--- config.mk ---
export PLATFORM = sky130hd
export DESIGN_NAME = bct_test_modes
export DESIGN_NICKNAME = d
export VERILOG_FILES = /design/src/rtl/bct_pkg.sv /design/src/rtl/bct_tree_if.sv /design/src/rtl/bct_xor_tree.sv /design/src/rtl/bct_test_modes.sv
export VERILOG_INCLUDE_DIRS = /design/src /design/src/rtl
export SDC_FILE = /design/constraint.sdc
export NUM_CORES = 1
export LEC_CHECK = 0
export ABC_AREA = 0
export ABC_CLOCK_PERIOD_IN_PS = 1800
export BUFFER_PORTS_ARGS = -buffer_cell sky130_fd_sc_hd__clkbuf_2
export CAP_MARGIN = 15
export CORE_AREA = 2 2 209 211
export CTS_BUF_LIST = sky130_fd_sc_hd__clkbuf_8
export CTS_CLUSTER_DIAMETER = 30
export DETAILED_ROUTE_END_ITERATION = 6
export DIE_AREA = 0 0 211 213
export HOLD_SLACK_MARGIN = 0.08
export SLEW_MARGIN = 20
export SYNTH_ARGS = -nofsm -noshare
export SYNTH_HDL_FRONTEND = slang
export SYNTH_SLANG_ARGS = --single-unit
--- constraint.sdc ---
create_clock -name CLK -period 1.8 [get_ports CLK]
set_clock_uncertainty 0.15 [all_clocks]
set_input_delay 0.09 -clock CLK [delete_from_list [all_inputs] [get_ports CLK]]
set_output_delay 0.09 -clock CLK [all_outputs]
set_load 0.01 [all_outputs]
--- src/rtl/bct_defs.svh ---
// Purpose: Constants for the board continuity test decode and pin control.
// Assumes: Included by its bare name from every design file that needs it.
// Notes: Tested-pin vector layout is fixed by the group offsets below.
`ifndef BCT_DEFS_SVH
`define BCT_DEFS_SVH

// Test select code for XOR tree mode, bits 3 down to 0.
`define BCT_SEL_XOR 4'h0
// Test select code for tristate mode, bits 3 down to 0.
`define BCT_SEL_TRI 4'h5
// Level of the active-low decode enable that arms the decode.
`define BCT_DECODE_ARMED 1'b0

// Width of the tested-pin vector.
`define BCT_TREE_W 172
// Group offsets inside the tested-pin vector (least significant bit of each group).
`define BCT_OFS_PCI_AD 0
`define BCT_OFS_PCI_CBE 64
`define BCT_OFS_PCI_CTRL 72
`define BCT_OFS_SYS_MISC 88
`define BCT_OFS_MEDIA 99
`define BCT_OFS_EEPROM 123
`define BCT_OFS_FLASH_ADDR 127
`define BCT_OFS_FLASH_STROBE 146
`define BCT_OFS_FLASH_DATA 148
`define BCT_OFS_LED 156
`define BCT_OFS_SDP 164
`define BCT_OFS_ALTCLK 171

// Reset values of the registered pin controls.
`define BCT_RST_CE_OUT 1'b1
`define BCT_RST_OE 1'b0
`define BCT_RST_DATA 1'b0

`endif

--- src/rtl/bct_pkg.sv ---
// Purpose: Types shared by the board continuity test modules.
// Assumes: Nothing beyond a SystemVerilog tool.
// Notes: Mode codes are one-hot and written out.
package bct_pkg;

	typedef enum logic [2:0]
	{
		BCT_MODE_NORMAL = 3'b001,
		BCT_MODE_XOR = 3'b010,
		BCT_MODE_TRI = 3'b100
	} bct_mode_e;

endpackage

--- src/rtl/bct_tree_if.sv ---
// Purpose: Carries the tested-pin levels to the XOR chain and its result back.
// Assumes: One source and one tree per instance.
// Notes: Width follows the tested-pin vector.
`timescale 1ns/1ns
`default_nettype none
interface bct_tree_if
#(
	parameter int W = 172
);
	logic [W-1:0] taps;
	logic result;

	modport src
	(
		output taps,
		input result
	);

	modport tree
	(
		input taps,
		output result
	);
endinterface
`default_nettype wire

--- src/rtl/bct_xor_tree.sv ---
// Purpose: Cascaded two-input XOR chain over all tested pins.
// Assumes: Tap levels are the pad input levels, never the core's drive.
// Notes: A true chain rather than a balanced tree; depth is irrelevant in test.
`timescale 1ns/1ns
`default_nettype none
module bct_xor_tree
#(
	parameter int W = 172
)
(
	bct_tree_if.tree tif
);
	logic stage;

	// Each stage folds in one distinct pin, so any single stuck pin flips the end.
	always_comb
	begin
		stage = tif.taps[0];
		for (int i = 1; i < W; i++)
		begin
			stage = stage ^ tif.taps[i]; // see RQ2
		end
		tif.result = stage;
	end
endmodule
`default_nettype wire

--- src/rtl/bct_test_modes.sv ---
// Purpose: Pin-level test decode, XOR continuity tree and forced tristate.
// Assumes: All inputs are synchronous to CLK; pad input levels arrive on TESTED_PIN_IN.
// Notes: Controls are registered, so a mode change shows one clock later.
`timescale 1ns/1ns
`default_nettype none
`include "bct_defs.svh"
// Functional notes
// RQ1: Decode low with select 0000 enters XOR.
// RQ2: Output is a cascaded two-input XOR chain.
// RQ3: Flash chip-enable driver enabled, carries tree result.
// RQ4: Tested pin drivers float in XOR mode.
// RQ5: Tested pins act only as tree inputs.
// RQ6: Tree covers bus, media, EEPROM, flash, LED pins.
// RQ7: Scan, decode, analog, regulator pins stay outside.
// RQ8: Fixture toggles each pin and watches output.
// RQ9: Decode low with select 0101 enters tristate.
// RQ10: Tristate floats all digital drivers except scan out.
// RQ11: Analog and regulator outputs unaffected by tristate.
// RQ12: Scan HIGHZ instruction also forces tristate.
// RQ13: Otherwise pins keep their normal function.
module bct_test_modes
#(
	parameter int TREE_W = `BCT_TREE_W
)
(
	// Clock and reset.
	input wire logic CLK,
	input wire logic RST,
	// Test decode pins, sampled as inputs.
	input wire logic TEST_DECODE_ENABLE_LOW,
	input wire logic TEST_SELECT_BIT3,
	input wire logic TEST_SELECT_BIT2,
	input wire logic TEST_SELECT_BIT1,
	input wire logic TEST_SELECT_BIT0,
	// Boundary-scan controller status and serial data output.
	input wire logic SCAN_HIGHZ_ACTIVE,
	input wire logic CORE_SCAN_DATA_OUT,
	input wire logic CORE_SCAN_DATA_OE,
	output logic SCAN_DATA_OUT,
	output logic SCAN_DATA_OE,
	// Tested pins: pad levels in, core drive requests in, pad enables out.
	input wire logic [TREE_W-1:0] TESTED_PIN_IN,
	input wire logic [TREE_W-1:0] CORE_TESTED_OE,
	output logic [TREE_W-1:0] TESTED_OE,
	// Flash chip-enable pin, doubling as tree output.
	input wire logic CORE_FLASH_CE_LOW,
	input wire logic CORE_FLASH_CE_OE,
	output logic FLASH_CHIP_ENABLE_LOW_OUT,
	output logic FLASH_CHIP_ENABLE_LOW_OE,
	// Other digital outputs outside the tree.
	input wire logic CORE_ALERT_OE,
	input wire logic CORE_CLOCK_VIEW_OE,
	output logic ALERT_OR_POWER_GOOD_OE,
	output logic CLOCK_VIEW_OE,
	// Current mode, for observation.
	output bct_pkg::bct_mode_e TEST_MODE
);
	import bct_pkg::*;

	bct_mode_e mode_reg;
	bct_mode_e mode_next;
	logic ce_out_reg;
	logic ce_out_next;
	logic ce_oe_reg;
	logic ce_oe_next;
	logic [TREE_W-1:0] tested_oe_reg;
	logic [TREE_W-1:0] tested_oe_next;
	logic alert_oe_reg;
	logic alert_oe_next;
	logic clk_view_oe_reg;
	logic clk_view_oe_next;
	logic scan_out_reg;
	logic scan_out_next;
	logic scan_oe_reg;
	logic scan_oe_next;

	bct_tree_if #(.W(TREE_W)) tree_bus ();

	// Pad levels only, so a pin the core would drive still reads as the fixture sets it.
	assign tree_bus.taps = TESTED_PIN_IN; // see RQ5 see RQ6

	bct_xor_tree #(.W(TREE_W)) u_tree
	(
		.tif(tree_bus)
	);

	// Scan HIGHZ outranks the pin decode, since the scan chain may run on any strap.
	function automatic bct_mode_e decode_mode(input logic en_low, input logic [3:0] sel,
		input logic highz);
		bct_mode_e m;
		m = BCT_MODE_NORMAL;
		if (highz)
		begin
			m = BCT_MODE_TRI; // see RQ12
		end
		else if (en_low == `BCT_DECODE_ARMED && sel == `BCT_SEL_TRI)
		begin
			m = BCT_MODE_TRI; // see RQ9
		end
		else if (en_low == `BCT_DECODE_ARMED && sel == `BCT_SEL_XOR)
		begin
			m = BCT_MODE_XOR; // see RQ1
		end
		return m;
	endfunction

	logic [3:0] sel_bits;
	assign sel_bits = {TEST_SELECT_BIT3, TEST_SELECT_BIT2, TEST_SELECT_BIT1, TEST_SELECT_BIT0};

	always_comb
	begin
		mode_next = decode_mode(TEST_DECODE_ENABLE_LOW, sel_bits, SCAN_HIGHZ_ACTIVE);
		scan_out_next = CORE_SCAN_DATA_OUT;
		scan_oe_next = CORE_SCAN_DATA_OE; // see RQ10
		case (mode_next)
			BCT_MODE_XOR:
			begin
				tested_oe_next = '0; // see RQ4 see RQ5
				ce_out_next = tree_bus.result; // see RQ3
				ce_oe_next = 1'b1; // see RQ3
				alert_oe_next = CORE_ALERT_OE; // see RQ7
				clk_view_oe_next = 1'b0;
			end
			BCT_MODE_TRI:
			begin
				tested_oe_next = '0; // see RQ10
				ce_out_next = CORE_FLASH_CE_LOW;
				ce_oe_next = 1'b0; // see RQ10
				alert_oe_next = 1'b0; // see RQ10
				clk_view_oe_next = 1'b0; // see RQ10
			end
			BCT_MODE_NORMAL:
			begin
				tested_oe_next = CORE_TESTED_OE; // see RQ13
				ce_out_next = CORE_FLASH_CE_LOW; // see RQ13
				ce_oe_next = CORE_FLASH_CE_OE;
				alert_oe_next = CORE_ALERT_OE;
				clk_view_oe_next = CORE_CLOCK_VIEW_OE;
			end
			default:
			begin
				tested_oe_next = '0;
				ce_out_next = `BCT_RST_CE_OUT;
				ce_oe_next = `BCT_RST_OE;
				alert_oe_next = `BCT_RST_OE;
				clk_view_oe_next = `BCT_RST_OE;
			end
		endcase
	end

	// Analog media pins and regulator controls never pass through here, so no mode
	// can disturb them; see RQ11.
	always_ff @(posedge CLK)
	begin
		if (RST)
		begin
			mode_reg <= BCT_MODE_NORMAL;
			ce_out_reg <= `BCT_RST_CE_OUT;
			ce_oe_reg <= `BCT_RST_OE;
			tested_oe_reg <= '0;
			alert_oe_reg <= `BCT_RST_OE;
			clk_view_oe_reg <= `BCT_RST_OE;
			scan_out_reg <= `BCT_RST_DATA;
			scan_oe_reg <= `BCT_RST_OE;
		end
		else
		begin
			mode_reg <= mode_next;
			ce_out_reg <= ce_out_next;
			ce_oe_reg <= ce_oe_next;
			tested_oe_reg <= tested_oe_next;
			alert_oe_reg <= alert_oe_next;
			clk_view_oe_reg <= clk_view_oe_next;
			scan_out_reg <= scan_out_next;
			scan_oe_reg <= scan_oe_next;
		end
	end

	assign TEST_MODE = mode_reg;
	assign TESTED_OE = tested_oe_reg;
	assign FLASH_CHIP_ENABLE_LOW_OUT = ce_out_reg;
	assign FLASH_CHIP_ENABLE_LOW_OE = ce_oe_reg;
	assign ALERT_OR_POWER_GOOD_OE = alert_oe_reg;
	assign CLOCK_VIEW_OE = clk_view_oe_reg;
	assign SCAN_DATA_OUT = scan_out_reg;
	assign SCAN_DATA_OE = scan_oe_reg;
endmodule
`default_nettype wire

==> impl_metrics.prom, run 1 <==
# TYPE chip_impl_metric gauge
chip_impl_metric{name="synth_compound_area_frac",unit=""} 0.00349
chip_impl_metric{name="simple_gate_share_of_the_synthesized_area",unit=""} 0.178
chip_impl_metric{name="postCtsSetupRepairBufs",unit=""} 0
chip_impl_metric{name="synth.yosys.seq_area_share",unit=""} 0.561
chip_impl_metric{name="synthAdderAreaFrac",unit=""} 0
chip_impl_metric{name="synth_xor_xnor_area_share",unit=""} 0.234
chip_impl_metric{name="dp.final_hpwl",unit="um"} 18000
chip_impl_metric{name="initial_core_util",unit=""} 0.151
chip_impl_metric{name="synth.avg_cell_area",unit="um^2"} 11.1
chip_impl_info{name="run.stop_error",value="[ERROR RSZ-0060] Max buffer count reached."} 1
chip_impl_metric{name="netlist-cell-type-count",unit=""} 17
chip_impl_metric{name="cts-resized-gates",unit=""} 0
chip_impl_metric{name="synth_seq_cells",unit=""} 181
chip_impl_metric{name="ys.warnings.count",unit=""} 0
chip_impl_info{name="dominant_combinational_cell_family_by_area_after_synthesis",value="XOR/XNOR gates"} 1
chip_impl_info{name="status",value="did not finish"} 1
chip_impl_metric{name="port_buffers",unit=""} 538
chip_impl_metric{name="gpl.final_weighted_congestion",unit=""} 0.781
chip_impl_metric{name="pin_count",unit=""} 539
chip_impl_metric{name="hold_buffers",unit=""} 334
chip_impl_metric{name="clock_sink_total",unit=""} 181
chip_impl_metric{name="post_synth_inst_count",unit=""} 580
chip_impl_metric{name="cts_made_buffers",unit=""} 17
chip_impl_metric{name="die_span_y",unit="um"} 213
chip_impl_info{name="cts.root.buffer_cell",value="clkbuf_8"} 1
chip_impl_metric{name="mux_cell_area_share_after_synthesis",unit=""} 0
chip_impl_info{name="flow.stopped_at",value="clock tree synthesis (4_1_cts)"} 1
chip_impl_metric{name="ctsLongestPathBuffers",unit=""} 2
chip_impl_metric{name="die_width",unit="um"} 211
chip_impl_metric{name="clock_tree.htree_level_count",unit=""} 4
chip_impl_metric{name="netlist_area_before_placement",unit="mm^2"} 0.00646
chip_impl_metric{name="site_rows",unit=""} 76
chip_impl_metric{name="synth.net_count",unit=""} 938
[synthesized netlist by cell type (all sizes together)]
library cell	instances	area (um^2)
inv	1	3.75
or3	2	12.5
and2	1	6.26
a21o	1	7.51
clkbuf	38	143
a21boi	1	7.51
nor3	3	15.0
xnor2	146	1280
nor2b	2	12.5
xor2	21	184
dfxtp	181	3620
o21bai	1	7.51
nand2	1	3.75
buf	1	5.00
nor2	5	18.8
and3	173	1080
xnor3	2	45.0
[per-stage QoR]
stage / instances / setup TNS [ns] / setup WS (ns) / area [um^2] / hold slack [ns]
floorplan: 580 / -0.0122 / -0.0122 / 6460 / 0.0116
global placement: 1635 / -0.490 / -0.490 / 9790 / 0.146
detailed placement: 1635 / -0.517 / -0.517 / 9790 / 0.151
[logic make-up after synthesis]
family / count (synthesis)
xor gates and xnor gates: 169
AOI/OAI and AO/OA: 3
and+or+nand+nor: 187
DFF: 181
buffers and inverters: 40
==> run 2, diff against run 1 <==
--- a/config.mk
+++ b/config.mk
@@ -7,15 +7,13 @@
 export NUM_CORES = 1
 export LEC_CHECK = 0
 export ABC_AREA = 0
-export ABC_CLOCK_PERIOD_IN_PS = 1800
+export ABC_CLOCK_PERIOD_IN_PS = 2300
 export BUFFER_PORTS_ARGS = -buffer_cell sky130_fd_sc_hd__clkbuf_2
 export CAP_MARGIN = 15
-export CORE_AREA = 2 2 209 211
-export CTS_BUF_LIST = sky130_fd_sc_hd__clkbuf_8
-export CTS_CLUSTER_DIAMETER = 30
+export CORE_AREA = 2 2 212 214
 export DETAILED_ROUTE_END_ITERATION = 6
-export DIE_AREA = 0 0 211 213
-export HOLD_SLACK_MARGIN = 0.08
+export DIE_AREA = 0 0 214 216
+export PLACE_DENSITY_LB_ADDON = 0.15
 export SLEW_MARGIN = 20
 export SYNTH_ARGS = -nofsm -noshare
 export SYNTH_HDL_FRONTEND = slang
==> constraint.sdc (replaced) <==
create_clock -name CLK -period 2.3 [get_ports CLK]
set_clock_uncertainty 0.15 [all_clocks]
set_input_delay 0.115 -clock CLK [delete_from_list [all_inputs] [get_ports CLK]]
set_output_delay 0.115 -clock CLK [all_outputs]
set_load 0.01 [all_outputs]
==> run 2 against run 1 <==
  * Area after synthesis did not move
  * Synthesized cell count did not move
  * The flow now finishes without violations
==> impl_metrics.prom, run 2 <==
# TYPE chip_impl_metric gauge
chip_impl_info{name="status",value="finished clean"} 1
chip_impl_metric{name="globalRouteMet2Util",unit=""} 0.227
chip_impl_info{name="layer_with_the_highest_usage",value="met2"} 1
chip_impl_metric{name="antenna_found_initial",unit=""} 0
chip_impl_metric{name="wl_per_cell",unit="um"} 14.3
chip_impl_info{name="dominantRegCellSynth",value="dfxtp_1"} 1
chip_impl_metric{name="n_fill_cell",unit=""} 4713
chip_impl_info{name="crit_startpoint",value="TESTED_PIN_IN[38]"} 1
chip_impl_metric{name="grt_pass1_wl",unit="um"} 40900
chip_impl_metric{name="gpl.final_weighted_congestion",unit=""} 0.802
chip_impl_metric{name="number_of_enable_type_register_cells_in_the_synthesized_netlist",unit=""} 0
chip_impl_metric{name="timing.critical_path.arrival",unit="ns"} 2.02
chip_impl_metric{name="routed_wirelength",unit="um"} 27000
chip_impl_metric{name="netlist-cell-type-count",unit=""} 17
chip_impl_metric{name="ys.warnings.count",unit=""} 0
chip_impl_metric{name="cts_made_buffers",unit=""} 17
chip_impl_metric{name="synth_seq_cells",unit=""} 181
chip_impl_info{name="crit_slowest_cell",value="xnor3_1"} 1
chip_impl_metric{name="grt_remaining_overflow",unit=""} 0
chip_impl_metric{name="min_period",unit="ns"} 1.81
chip_impl_metric{name="gr-usage-met3",unit=""} 0.0457
chip_impl_metric{name="clock_tree.htree_level_count",unit=""} 4
chip_impl_metric{name="first_global_vias",unit=""} 7188
chip_impl_info{name="synthTopCellsByArea",value="dfxtp_1, xnor2_1, and3_1, xor2_1, clkbuf_1"} 1
chip_impl_info{name="hold_path_startpoint",value="TEST_SELECT_BIT0"} 1
chip_impl_metric{name="vias_per_cell",unit=""} 3.48
chip_impl_metric{name="largest_reg_flops",unit=""} 172
chip_impl_metric{name="inserted_diodes",unit=""} 0
chip_impl_metric{name="site_rows",unit=""} 77
chip_impl_metric{name="flow.area_growth_from_synthesis",unit="%"} 90.4
chip_impl_info{name="start_kind",value="input pin"} 1
chip_impl_metric{name="ctsLongestPathBuffers",unit=""} 2
chip_impl_metric{name="final_antenna_net_count",unit=""} 0
chip_impl_metric{name="power_leakage",unit="nW"} 6.34
chip_impl_metric{name="dieArea",unit="mm^2"} 0.0462
chip_impl_metric{name="drcViolationCount",unit=""} 0
chip_impl_metric{name="postCtsSetupRepairBufs",unit=""} 0
chip_impl_info{name="post-synth-top-area-cell",value="dfxtp_1"} 1
chip_impl_metric{name="power-per-cell-area",unit="mW/mm^2"} 713
chip_impl_info{name="path_cells",value="clkbuf_2 -> xor2_1 -> xnor2_1 -> xnor2_1 -> xnor2_1 -> xnor2_1 -> xnor3_1 -> xnor2_1 -> nor3_1 -> o21bai_1"} 1
chip_impl_metric{name="layout_worst_path_cycle_share",unit=""} 0.787
chip_impl_metric{name="first_pass_iters",unit=""} 6
chip_impl_metric{name="die_width",unit="um"} 214
chip_impl_info{name="critical-path-top-delay-family",value="XOR/XNOR gates"} 1
chip_impl_metric{name="pin_count",unit=""} 539
chip_impl_metric{name="netlist_area_before_placement",unit="mm^2"} 0.00646
chip_impl_metric{name="drv_cap",unit=""} 0
chip_impl_metric{name="stdcell_area",unit="mm^2"} 0.0123
chip_impl_info{name="post_synth_most_frequent_cells",value="dfxtp_1, and3_1, xnor2_1"} 1
chip_impl_metric{name="route.vias.total",unit=""} 6581
chip_impl_metric{name="fin_total_pwr",unit="mW"} 8.77
chip_impl_metric{name="post_synth_inst_count",unit=""} 580
chip_impl_metric{name="clk_pin_slew_worst_paths",unit="ns"} 0.07
chip_impl_metric{name="clock_sink_total",unit=""} 181
chip_impl_metric{name="async_flop_share",unit=""} 0
chip_impl_metric{name="port_buffers",unit=""} 538
chip_impl_metric{name="synth_top_cell_area_share",unit=""} 0.561
chip_impl_metric{name="synth.avg_cell_area",unit="um^2"} 11.1
chip_impl_info{name="most-common-layout-cells",value="clkbuf_2, dlygate4sd3_1, dfxtp_1"} 1
chip_impl_metric{name="grt_start_max_net_pins",unit=""} 179
chip_impl_metric{name="dp.final_hpwl",unit="um"} 20100
chip_impl_metric{name="fin_nets",unit=""} 1645
chip_impl_metric{name="placement.cell_area",unit="mm^2"} 0.00983
chip_impl_info{name="cts.root.buffer_cell",value="clkbuf_16"} 1
chip_impl_metric{name="initial_core_util",unit=""} 0.147
chip_impl_metric{name="cts-resized-gates",unit=""} 0
chip_impl_metric{name="synth.yosys.seq_area_share",unit=""} 0.561
chip_impl_metric{name="final_hold_viol_count",unit=""} 0
chip_impl_metric{name="worstMarginPinSlew",unit="ns"} 0.730
chip_impl_metric{name="hold_buffers",unit=""} 184
chip_impl_metric{name="layout-drive-gt1-share",unit=""} 0.444
chip_impl_metric{name="critPathRequiredTime",unit="ns"} 2.51
chip_impl_metric{name="iteration_0_drc_count_of_the_detailed_router",unit=""} 293
chip_impl_info{name="rsz0062_at_grt",value="false"} 1
chip_impl_metric{name="synth.net_count",unit=""} 938
chip_impl_metric{name="timing.max_slew.rel_slack",unit=""} 0.513
chip_impl_metric{name="setup-violations-final",unit=""} 0
chip_impl_info{name="critPathCaptureType",value="flop"} 1
chip_impl_metric{name="core_area",unit="mm^2"} 0.0438
chip_impl_info{name="crit_type",value="in -> reg"} 1
chip_impl_metric{name="largest_stage_delay_on_the_critical_path",unit="ns"} 0.51
chip_impl_metric{name="crit_buf_inv",unit=""} 1
chip_impl_info{name="post-synth-top-count-cell",value="dfxtp_1"} 1
chip_impl_info{name="hold_path.class",value="in -> reg"} 1
chip_impl_metric{name="peakVddDrop",unit="uV"} 425
chip_impl_metric{name="critical_path_peak_fanout",unit=""} 1
chip_impl_info{name="final_common_cell",value="clkbuf_2"} 1
chip_impl_metric{name="grt.total_usage",unit=""} 0.118
chip_impl_metric{name="count_of_final_max_slew_check_failures",unit=""} 0
chip_impl_info{name="cts_tree",value="built"} 1
chip_impl_metric{name="fmax",unit="MHz"} 553
chip_impl_info{name="critical_path.most_common_cell",value="xnor2_1"} 1
chip_impl_metric{name="die_span_y",unit="um"} 216
chip_impl_metric{name="groute.layer.met1.usage",unit=""} 0.114
[run 2: through the flow]
step | setup WS, ns | cells | hold WS [ns] | util | setup TNS [ns]
finish | 0.490 | 1892 | 0.0325 | 0.280 | 0
global placement | -0.0858 | 1676 | 0.185 | 0.224 | -0.0858
floorplan | 0.446 | 580 | 0.0366 | - | 0
CTS | 0.482 | 1892 | 0.00638 | 0.280 | 0
detailed placement | -0.0558 | 1676 | 0.179 | 0.224 | -0.0558
global route | 0.289 | 1892 | 0.0851 | 0.280 | 0
[run 2: power by group]
| group | total, mW | leakage, nW | switching, mW | internal (mW) |
|---|---|---|---|---|
| Sequential | 3.30 | 1.49 | 0.0352 | 3.26 |
| Combinational | 2.31 | 4.56 | 0.914 | 1.39 |
| Clock | 3.16 | 0.300 | 1.48 | 1.68 |
| Total | 8.77 | 6.34 | 2.42 | 6.34 |
[run 2: path summary, 6_finish.rpt]
kind	end	depth (start not counted)	slack [ns]
worst max-delay path	FLASH_CHIP_ENABLE_LOW_OUT	10	0.49
worst min-delay path	TEST_MODE[0]	5	0.03
[run 2: cell type report]
type | count | area, um^2 | area share
multi-input combinational | 359 | 2690 | 0.219
clock inverter | 14 | 188 | 0.0153
inverter | 1 | 3.75 | 0.000305
tap | 592 | 741 | 0.0602
sequential | 181 | 3620 | 0.295
timing repair buffer | 727 | 4610 | 0.375
clock buffer | 18 | 439 | 0.0357
[run 2: per-layer routing]
layer	vias to the layer above	share of wire
li1	3319	-
met1	2945	0.36
met2	289	0.55
met3	28	0.078
met4	0	0.017
met5	-	0
[run 2: logic make-up after synthesis]
group,after synthesis,share of synthesized area
simple gates,187,0.178
xor+xnor,169,0.234
flops,181,0.561
buf+inv,40,0.0234
compound gates,3,0.00349
No activity file was read; power rests on OpenSTA's default activity.
